===== src/inc/ppe_pkg.sv =====
/*
 * Shared constants, types and helpers of the PCI parity, error and reset unit.
 * Assumes one clock, mclk, which is the bus clock, and a synchronous active-low reset.
 */
// Functional notes
// - Parity is even over the thirty-two address/data lines and the four command/byte-enable lines.
// - Parity covers every one of those lines in every phase, whether or not a line carries a meaningful value.
// - Every bus signal is sampled on the rising clock edge, and the logic has no dependence on the clock rate.
// - A data parity error seen while bus master sets system-error bit 13 and data-parity-report bit 24.
// - After a master data parity error the burst is finished, then the unit halts until bit 13 is cleared.
// - The parity-error pin is driven active on a parity error in received data, master reads or slave writes.
// - While reset is held every bus output is released and every open-drain signal floats.
// - An address parity error drives the system-error pin and sets bit 30, but only while enable bit 8 is set.
// - The system-error pin asserts exactly two clocks after the clock that carried the faulty address.
// - The bus request is asserted when master ownership of the bus is needed, except while an error is pending or the unit is halted.
package ppe_pkg;

    // ------------------------------------------------------------
    // Register map
    // ------------------------------------------------------------
    localparam int          PPE_APB_AW      = 8;
    localparam logic [7:0]  PPE_OFS_STATUS  = 8'h00;
    localparam logic [7:0]  PPE_OFS_CONFIG_COMMAND_STATUS    = 8'h04;
    localparam logic [7:0]  PPE_OFS_MASK    = 8'h08;

    // ------------------------------------------------------------
    // Field positions
    // ------------------------------------------------------------
    localparam int          PPE_ST_HALTED   = 0;
    localparam int          PPE_ST_ADDR_PE  = 1;
    localparam int          PPE_ST_DATA_PE  = 2;
    localparam int          PPE_ST_SYS_ERR  = 13;
    localparam int          PPE_CF_SERR_EN  = 8;
    localparam int          PPE_CF_DPR      = 24;
    localparam int          PPE_CF_SSE      = 30;

    localparam logic [31:0] PPE_ST_EVT_MASK = 32'h0000_2006;
    localparam logic [31:0] PPE_CF_RW_MASK  = 32'h0000_0100;
    localparam logic [31:0] PPE_CF_W1C_MASK = 32'h4100_0000;

    // ------------------------------------------------------------
    // Reset values and timing
    // ------------------------------------------------------------
    localparam logic [31:0] PPE_STATUS_RST  = 32'h0000_0000;
    localparam logic [31:0] PPE_CONFIG_COMMAND_STATUS_RST    = 32'h0000_0000;
    localparam logic [31:0] PPE_MASK_RST    = 32'h0000_0000;
    localparam int          PPE_RST_MIN_CYC = 10;

    // ------------------------------------------------------------
    // Types
    // ------------------------------------------------------------
    typedef enum logic [2:0] {
        PPE_RUN  = 3'b001,
        PPE_PEND = 3'b010,
        PPE_HALT = 3'b100
    } ppe_run_t;

    // Write-one-to-clear with set winning over clear
    function automatic logic [31:0] ppe_w1c(input logic [31:0] cur,
                                            input logic [31:0] set,
                                            input logic [31:0] clr);
        ppe_w1c = (cur & ~clr) | set;
    endfunction

endpackage


===== src/inc/ppe_par_if.sv =====
/*
 * Carrier between the top and the parity unit: bus lines in, parity of the previous clock out.
 * Assumes both ends run on mclk.
 */
`timescale 1ns/1ps
interface ppe_par_if;
    logic [31:0] bus_ad;
    logic [3:0]  bus_cbe;
    logic        par_prev;

    modport calc (input bus_ad, input bus_cbe, output par_prev);
    modport user (output bus_ad, output bus_cbe, input par_prev);
endinterface


===== src/logic/ppe_parity.sv =====
/*
 * Registered even-parity generator over the address/data and command lines.
 * Assumes the user presents the lines actually on the bus each clock.
 */
`timescale 1ns/1ps
module ppe_parity
    import ppe_pkg::*;
(
    input  wire logic mclk,
    input  wire logic rst_b,
    ppe_par_if.calc   pif
);
    logic par_nxt;
    logic par_r;

    // Even parity over all 36 lines, meaningful or not
    assign par_nxt = ^{pif.bus_ad, pif.bus_cbe};

    always_ff @(posedge mclk) begin
        if (!rst_b) begin
            par_r <= 1'b0;
        end else begin
            par_r <= par_nxt;
        end
    end

    assign pif.par_prev = par_r;
endmodule


===== src/logic/ppe_top.sv =====
/*
 * PCI parity generation and checking, error signalling, bus request and halt control,
 * with an APB register slave and a level interrupt.
 * Assumes bus pins are synchronous to mclk and the core states its bus role every clock.
 */
// The register offsets and the APB interface to the registers are this design's own decisions.
`timescale 1ns/1ps
module ppe_top
    import ppe_pkg::*;
(
    input  wire logic                  mclk,
    input  wire logic                  rst_b,
    // APB slave
    input  wire logic                  psel,
    input  wire logic                  penable,
    input  wire logic                  pwrite,
    input  wire logic [PPE_APB_AW-1:0] paddr,
    input  wire logic [31:0]           pwdata,
    output logic [31:0]                prdata,
    output logic                       pready,
    output logic                       pslverr,
    // Bus pins
    input  wire logic [31:0]           ad_i,
    output logic [31:0]                ad_o,
    output logic                       ad_oe,
    input  wire logic [3:0]            cbe_b_i,
    output logic [3:0]                 cbe_b_o,
    output logic                       cbe_oe,
    input  wire logic                  par_i,
    output logic                       par_o,
    output logic                       par_oe,
    input  wire logic                  frame_b_i,
    input  wire logic                  irdy_b_i,
    input  wire logic                  trdy_b_i,
    input  wire logic                  perr_b_i,
    output logic                       perr_b_o,
    output logic                       perr_oe,
    output logic                       serr_b_o,
    output logic                       serr_oe,
    output logic                       req_b_o,
    output logic                       req_oe,
    // Core side
    input  wire logic                  core_req,
    input  wire logic                  core_drive,
    input  wire logic [31:0]           core_ad,
    input  wire logic [3:0]            core_cbe_b,
    input  wire logic                  core_mst,
    input  wire logic                  core_rd,
    input  wire logic                  core_tgt_wr,
    output logic                       core_halt,
    output logic                       irq
);

    // ------------------------------------------------------------
    // Declarations
    // ------------------------------------------------------------
    ppe_par_if pif ();

    ppe_run_t    run_r;
    ppe_run_t    run_nxt;

    logic [31:0] ad_o_r;
    logic [3:0]  cbe_o_r;
    logic        ad_oe_r;
    logic        par_o_r;
    logic        par_oe_r;
    logic        frame_d_r;
    logic        addr_ph_r;
    logic        rx_ph_r;
    logic        rx_mst_r;
    logic        perr_oe_r;
    logic        perr_o_r;
    logic        serr_oe_r;
    logic        req_o_r;
    logic        req_oe_r;
    logic        halt_r;
    logic        irq_r;

    logic [31:0] status_register_r;
    logic [31:0] status_register_nxt;
    logic [31:0] config_command_status_r;
    logic [31:0] config_command_status_nxt;
    logic [31:0] mask_r;
    logic [31:0] mask_nxt;

    logic [31:0] prdata_r;
    logic        pready_r;
    logic        pslverr_r;

    // ------------------------------------------------------------
    // Bus view and phase decode
    // ------------------------------------------------------------
    logic        addr_ph_now;
    logic        rx_ph_now;
    logic        par_bad;
    logic        addr_pe;
    logic        data_pe;
    logic        mst_data_pe;
    logic        serr_fire;
    logic        bus_idle;

    // Lines actually on the bus this clock
    assign pif.bus_ad   = ad_oe_r ? ad_o_r : ad_i;
    assign pif.bus_cbe  = ad_oe_r ? cbe_o_r : cbe_b_i;

    // Address phase from another agent: frame newly low
    assign addr_ph_now  = !frame_b_i && frame_d_r && !ad_oe_r;
    // Completed data phase in which this unit receives
    assign rx_ph_now    = !irdy_b_i && !trdy_b_i && ((core_mst && core_rd) || core_tgt_wr) && !ad_oe_r;

    // Parity of the previous clock's lines against the parity pin now
    assign par_bad      = par_i != pif.par_prev;
    assign addr_pe      = addr_ph_r && par_bad;
    assign data_pe      = rx_ph_r && par_bad;
    assign mst_data_pe  = data_pe && rx_mst_r;
    assign serr_fire    = addr_pe && config_command_status_r[PPE_CF_SERR_EN];
    assign bus_idle     = frame_b_i && irdy_b_i;

    ppe_parity u_parity (
        .mclk  (mclk),
        .rst_b (rst_b),
        .pif   (pif.calc)
    );

    // ------------------------------------------------------------
    // Bus sampling and phase pipeline
    // ------------------------------------------------------------
    always_ff @(posedge mclk) begin
        if (!rst_b) begin
            frame_d_r <= 1'b1;
            addr_ph_r <= 1'b0;
            rx_ph_r   <= 1'b0;
            rx_mst_r  <= 1'b0;
        end else begin
            frame_d_r <= frame_b_i;
            addr_ph_r <= addr_ph_now;
            rx_ph_r   <= rx_ph_now;
            rx_mst_r  <= core_mst && core_rd;
        end
    end

    // ------------------------------------------------------------
    // Address/data drive and parity one clock later
    // ------------------------------------------------------------
    always_ff @(posedge mclk) begin
        if (!rst_b) begin
            ad_o_r   <= 32'h0000_0000;
            cbe_o_r  <= 4'hF;
            ad_oe_r  <= 1'b0;
            par_o_r  <= 1'b0;
            par_oe_r <= 1'b0;
        end else begin
            ad_o_r   <= core_ad;
            cbe_o_r  <= core_cbe_b;
            ad_oe_r  <= core_drive && (run_nxt != PPE_HALT);
            par_o_r  <= ^{ad_o_r, cbe_o_r};
            par_oe_r <= ad_oe_r;
        end
    end

    // ------------------------------------------------------------
    // Error pins
    // ------------------------------------------------------------
    // Parity-error pin: low for the error clock, then driven high once before release
    always_ff @(posedge mclk) begin
        if (!rst_b) begin
            perr_oe_r <= 1'b0;
            perr_o_r  <= 1'b1;
        end else begin
            perr_oe_r <= data_pe || !perr_o_r;
            perr_o_r  <= !data_pe;
        end
    end

    // System-error pin: open drain, pulled low for one clock
    always_ff @(posedge mclk) begin
        if (!rst_b) begin
            serr_oe_r <= 1'b0;
        end else begin
            serr_oe_r <= serr_fire;
        end
    end

    // ------------------------------------------------------------
    // Halt control
    // ------------------------------------------------------------
    always_comb begin
        run_nxt = run_r;
        case (run_r)
            PPE_RUN: begin
                if (mst_data_pe) begin
                    run_nxt = PPE_PEND;
                end
            end
            PPE_PEND: begin
                if (bus_idle) begin
                    run_nxt = PPE_HALT;
                end
            end
            PPE_HALT: begin
                if (!status_register_r[PPE_ST_SYS_ERR]) begin
                    run_nxt = PPE_RUN;
                end
            end
            default: begin
                run_nxt = PPE_RUN;
            end
        endcase
    end

    always_ff @(posedge mclk) begin
        if (!rst_b) begin
            run_r  <= PPE_RUN;
            halt_r <= 1'b0;
        end else begin
            run_r  <= run_nxt;
            halt_r <= run_nxt == PPE_HALT;
        end
    end

    // ------------------------------------------------------------
    // Bus request
    // ------------------------------------------------------------
    // No new ownership once an error is pending or halted
    always_ff @(posedge mclk) begin
        if (!rst_b) begin
            req_o_r  <= 1'b1;
            req_oe_r <= 1'b0;
        end else begin
            req_o_r  <= !(core_req && run_nxt == PPE_RUN);
            req_oe_r <= 1'b1;
        end
    end

    // ------------------------------------------------------------
    // APB decode
    // ------------------------------------------------------------
    logic        apb_acc;
    logic        apb_done;
    logic        apb_wr;
    logic        hit_status;
    logic        hit_config_command_status;
    logic        hit_mask;
    logic        hit_any;
    logic [31:0] st_set;
    logic [31:0] st_clr;
    logic [31:0] cf_set;
    logic [31:0] cf_clr;
    logic [31:0] rd_mux;

    assign apb_acc    = psel && penable;
    assign apb_done   = apb_acc && pready_r;
    assign apb_wr     = apb_done && pwrite && !pslverr_r;
    assign hit_status = paddr == PPE_OFS_STATUS;
    assign hit_config_command_status   = paddr == PPE_OFS_CONFIG_COMMAND_STATUS;
    assign hit_mask   = paddr == PPE_OFS_MASK;
    assign hit_any    = hit_status || hit_config_command_status || hit_mask;

    assign st_set     = {18'h0_0000, mst_data_pe, 10'h000, data_pe, addr_pe, 1'b0};
    assign st_clr     = (apb_wr && hit_status) ? (pwdata & PPE_ST_EVT_MASK) : 32'h0000_0000;
    assign cf_set     = {1'b0, serr_fire, 5'h00, mst_data_pe, 24'h00_0000};
    assign cf_clr     = (apb_wr && hit_config_command_status) ? (pwdata & PPE_CF_W1C_MASK) : 32'h0000_0000;

    // ------------------------------------------------------------
    // Registers
    // ------------------------------------------------------------
    always_comb begin
        status_register_nxt = ppe_w1c(status_register_r & PPE_ST_EVT_MASK, st_set, st_clr);
        status_register_nxt[PPE_ST_HALTED] = halt_r;
    end

    always_comb begin
        config_command_status_nxt = ppe_w1c(config_command_status_r & PPE_CF_W1C_MASK, cf_set, cf_clr);
        if (apb_wr && hit_config_command_status) begin
            config_command_status_nxt[PPE_CF_SERR_EN] = pwdata[PPE_CF_SERR_EN];
        end else begin
            config_command_status_nxt[PPE_CF_SERR_EN] = config_command_status_r[PPE_CF_SERR_EN];
        end
    end

    assign mask_nxt = (apb_wr && hit_mask) ? (pwdata & PPE_ST_EVT_MASK) : mask_r;

    always_ff @(posedge mclk) begin
        if (!rst_b) begin
            status_register_r       <= PPE_STATUS_RST;
            config_command_status_r <= PPE_CONFIG_COMMAND_STATUS_RST;
            mask_r                  <= PPE_MASK_RST;
        end else begin
            status_register_r       <= status_register_nxt;
            config_command_status_r <= config_command_status_nxt;
            mask_r                  <= mask_nxt;
        end
    end

    // ------------------------------------------------------------
    // APB answer: one wait state, data and error registered
    // ------------------------------------------------------------
    assign rd_mux = hit_status ? status_register_r :
                    hit_config_command_status   ? config_command_status_r :
                    hit_mask   ? mask_r : 32'h0000_0000;

    always_ff @(posedge mclk) begin
        if (!rst_b) begin
            pready_r  <= 1'b0;
            pslverr_r <= 1'b0;
            prdata_r  <= 32'h0000_0000;
        end else begin
            pready_r  <= apb_acc && !pready_r;
            pslverr_r <= apb_acc && !pready_r && !hit_any;
            prdata_r  <= (apb_acc && !pready_r && !pwrite) ? rd_mux : 32'h0000_0000;
        end
    end

    // ------------------------------------------------------------
    // Interrupt
    // ------------------------------------------------------------
    always_ff @(posedge mclk) begin
        if (!rst_b) begin
            irq_r <= 1'b0;
        end else begin
            irq_r <= |(status_register_nxt & mask_nxt & PPE_ST_EVT_MASK);
        end
    end

    // ------------------------------------------------------------
    // Outputs
    // ------------------------------------------------------------
    assign prdata    = prdata_r;
    assign pready    = pready_r;
    assign pslverr   = pslverr_r;
    assign ad_o      = ad_o_r;
    assign ad_oe     = ad_oe_r;
    assign cbe_b_o   = cbe_o_r;
    assign cbe_oe    = ad_oe_r;
    assign par_o     = par_o_r;
    assign par_oe    = par_oe_r;
    assign perr_b_o  = perr_o_r;
    assign perr_oe   = perr_oe_r;
    assign serr_b_o  = 1'b0;
    assign serr_oe   = serr_oe_r;
    assign req_b_o   = req_o_r;
    assign req_oe    = req_oe_r;
    assign core_halt = halt_r;
    assign irq       = irq_r;

endmodule


===== config.mk =====
export PLATFORM = sky130hd
export DESIGN_NAME = ppe_top
export DESIGN_NICKNAME = d
export VERILOG_FILES = /design/src/inc/ppe_pkg.sv /design/src/inc/ppe_par_if.sv /design/src/logic/ppe_parity.sv /design/src/logic/ppe_top.sv
export SDC_FILE = /design/constraint.sdc
export NUM_CORES = 1
export LEC_CHECK = 0
export ABC_AREA = 0
export BUFFER_PORTS_ARGS = -buffer_cell sky130_fd_sc_hd__buf_4
export CORE_MARGIN = 1
export CORE_UTILIZATION = 45
export DETAILED_ROUTE_END_ITERATION = 12
export GPL_TIMING_DRIVEN = 1
export PLACE_DENSITY_LB_ADDON = 0.12
export SYNTH_ARGS = -nofsm -noshare
export SYNTH_HDL_FRONTEND = slang
export SYNTH_SLANG_ARGS = --single-unit

===== constraint.sdc =====
create_clock -name mclk -period 3.7 [get_ports mclk]
set_input_delay 0.555 -clock mclk [delete_from_list [all_inputs] [get_ports mclk]]
set_output_delay 0.555 -clock mclk [all_outputs]
set_load 0.05 [all_outputs]

==> run metrics <==
run status finished, final reports clean; Fin Clk Skew approximately 0.011 ns; chip width 86.16 µm; Fin Setup TNS 0 ns; final core utilization 0.6685; clk_lat worst skew between 0.3 and 0.4 ns; TritonCTS Sinks 74; Sw Pwr about 0.64 mW; critical path cell sequence buf_4 > or4_4 > nor4_4 > nand2_2 > mux2i_1 > o22ai_1 > o21a_1; clock share of power 0.332; worst-path fanout max 4; share of layout cells above drive strength 1 0.3858; Comb power frac 0.272; CP arrival between 2 and 2.5 ns; net count reported at finish ~590; Hold Crit Class in2reg; critical path class in2reg; RSZ-0062 raised after global routing no; n_diodes 0; vias in the first global route 2157; All-Layer GR Usage 0.1751; EDFF count, synth 0; Critical Path Max Stage Delay between 0.5 and 0.6 ns; Syn. warnings 0; Syn Area/Cell 10.55 µm²; Die H between 80 and 90 µm; sequential power share 0.396; # rows 30; CP Data Required Time between 3 and 4 ns; PwrDens 472.3 mW/mm²; CTS H-tree lvls 3; Root Buffer clkbuf_8; sequential fraction of the synthesis area 0.4649; Avg Vias per Cell ~4.3; number of clock buffers inserted by TritonCTS 9; core box area roughly 0.007 mm²; wire length of the first global-routing pass roughly 10000 µm; largest net degree at the start of global routing 64; Pint between 1.5 and 2 mW; ys flop type dfxtp_1; Multi-input gate area 0.001563 mm²; period utilization 0.5470; Seq cells post-synth 74; Cell Area, Synth 0.003187 mm²; CP Capture Type register; ANT nets after route 0; switching share of total power 0.2951; Slowest-stage cell, CP or4_4; HPWL Detailed ~5000 µm; final critical path time including I/O delays and setup ~2 ns; routability-driven placement congestion ratio roughly 0.8; Die ar. approximately 0.0074 mm²; Reg clk slew, reported paths roughly 0.080 ns; number of port buffers 155; CTS tree yes; Post-CTS Hold Buffers 0; worst-case clock buffer depth 2; DR vias 2426; P&R area growth vs syn 43.31%; fmax around 490 MHz; largest area contributor in the netlist dfxtp_1; IO Count between 200 and 250; Pwr Total between 2 and 2.5 mW; Setup-failing EPs final 0; Synth async-reset ratio 0; Reg area 0.001481 mm²; initial cell density of the core 0.4665; area share of the largest cell type after synthesis 0.4649; WL/cell ~12 µm; fillers approximately 570; VDD IR-drop max about 340 µV; Post-CTS Resized 0; post-synth cell types 41; crit start category input port; Max-Cap Viols 0; DR DRC count 0; total grt overflow 0; final hold violation count 0; initial antenna violation count 0; drt initial violations 40; Mapped Cells around 300; final wirelength about 6500 µm; total setup buffers inserted after CTS 0; final number of max-transition violations 0; Area contributors post-synth dfxtp_1 46%, xnor2_1 15%, and2_1 8.2%; Pleak ~2.1 nW; Initial DRT Pass Iterations 4
[final timing paths]
| check | endpoint | startpoint | cells past startpoint | slack (ns) |
|---|---|---|---|---|
| setup reg to reg | u_parity.pif.par_prev | ad_o[12] | 6 | 1.92 |
| hold reg to reg | perr_oe | perr_b_o | 1 | 0.45 |
| hold / removal | rx_ph_r | trdy_b_i | 2 | 0.37 |
| setup / recovery | irq | paddr[5] | 7 | 1.68 |
[kinds of logic after synthesis]
| kind of cell | Yosys count | synth area share |
|---|---|---|
| simple gates | 99 | 0.1975 |
| other cells | 1 | 0.001177 |
| xor+xnor | 66 | 0.1987 |
| mux | 9 | 0.02827 |
| buf+inv | 35 | 0.07420 |
| compound gates | 18 | 0.03534 |
| flops | 74 | 0.4649 |
[Yosys cell counts (all sizes together), types with 3 or more instances]
| master | n |
|---|---|
| a21oi | 6 |
| a22oi | 3 |
| and2 | 43 |
| buf | 28 |
| clkbuf | 6 |
| dfxtp | 74 |
| mux2i | 9 |
| nand2 | 7 |
| nand2b | 7 |
| nand3b | 6 |
| nor2 | 8 |
| nor2b | 8 |
| o21ai | 3 |
| xnor2 | 56 |
| xnor3 | 4 |
| xor2 | 6 |
[power by group through the flow]
stage          registers [mW]  logic (mW)  clock network [mW]
2_1_floorplan           0.973       0.343                   0
6_report                0.855       0.587               0.715
5_1_grt                 0.859       0.624               0.769
3_3_place_gp            0.873       0.585                   0
4_1_cts                 0.855       0.592               0.736
3_5_place_dp            0.874       0.591                   0
[cell usage in the layout, fill, tap and decap left out, types with 6 or more instances in the layout]
| master | n |
|---|---|
| conb_1 | 26 |
| clkbuf_8 | 10 |
| nor2_1 | 8 |
| and2_1 | 42 |
| xor2_1 | 6 |
| nand2_1 | 6 |
| a21oi_1 | 6 |
| dfxtp_1 | 74 |
| nand3b_1 | 6 |
| buf_4 | 155 |
| nor2b_1 | 8 |
| mux2i_1 | 9 |
| xnor2_1 | 56 |
| nand2b_1 | 7 |
[stage by stage]
step / setup WS [ns] / hold WS (ns) / instance area [µm²] / instances
floorplan: 1.590 / 0.4303 / 3281 / 327
global placement: 1.312 / 0.4333 / 4332 / 544
detailed placement: 1.308 / 0.4378 / 4332 / 544
CTS: 1.684 / 0.3500 / 4567 / 560
global route: 1.621 / 0.3546 / 4567 / 560
finish: 1.676 / 0.3667 / 4567 / 560
[layout make-up]
type                    count  share of cell area
clock inverters             6             0.02137
multi-input cells         218              0.3422
clock buffers              10             0.03014
inverters                   1           0.0008219
flip-flops and latches     74              0.3244
repair buffers            155              0.2548
well taps                  96             0.02630
[worst max-delay path: cells and delay by family]
family,cells,cell delay [ns]
AND/OR/NAND/NOR,3,1.09
AO/OA/AOI/OAI,2,0.30
multiplexers,1,0.21
buffers and inverters,1,0.11
[metal layers]
| metal | wire length, µm | track usage |
|---|---|---|
| met4 | 101 | 0.07727 |
| met1 | 2758 | 0.2059 |
| met2 | 3163 | 0.2994 |
| met3 | 433 | 0.04620 |
| met5 | 0 | 0 |
[state kept, by name, summed over array words and instances (netlist names), 3 cells and up]
register and count:
ad_o 32, prdata 7, cbe_b_o 4, mask_r 4, status_register_r 4, config_command_status_r 3
run_r 3
(Power assumes the default switching activity.)
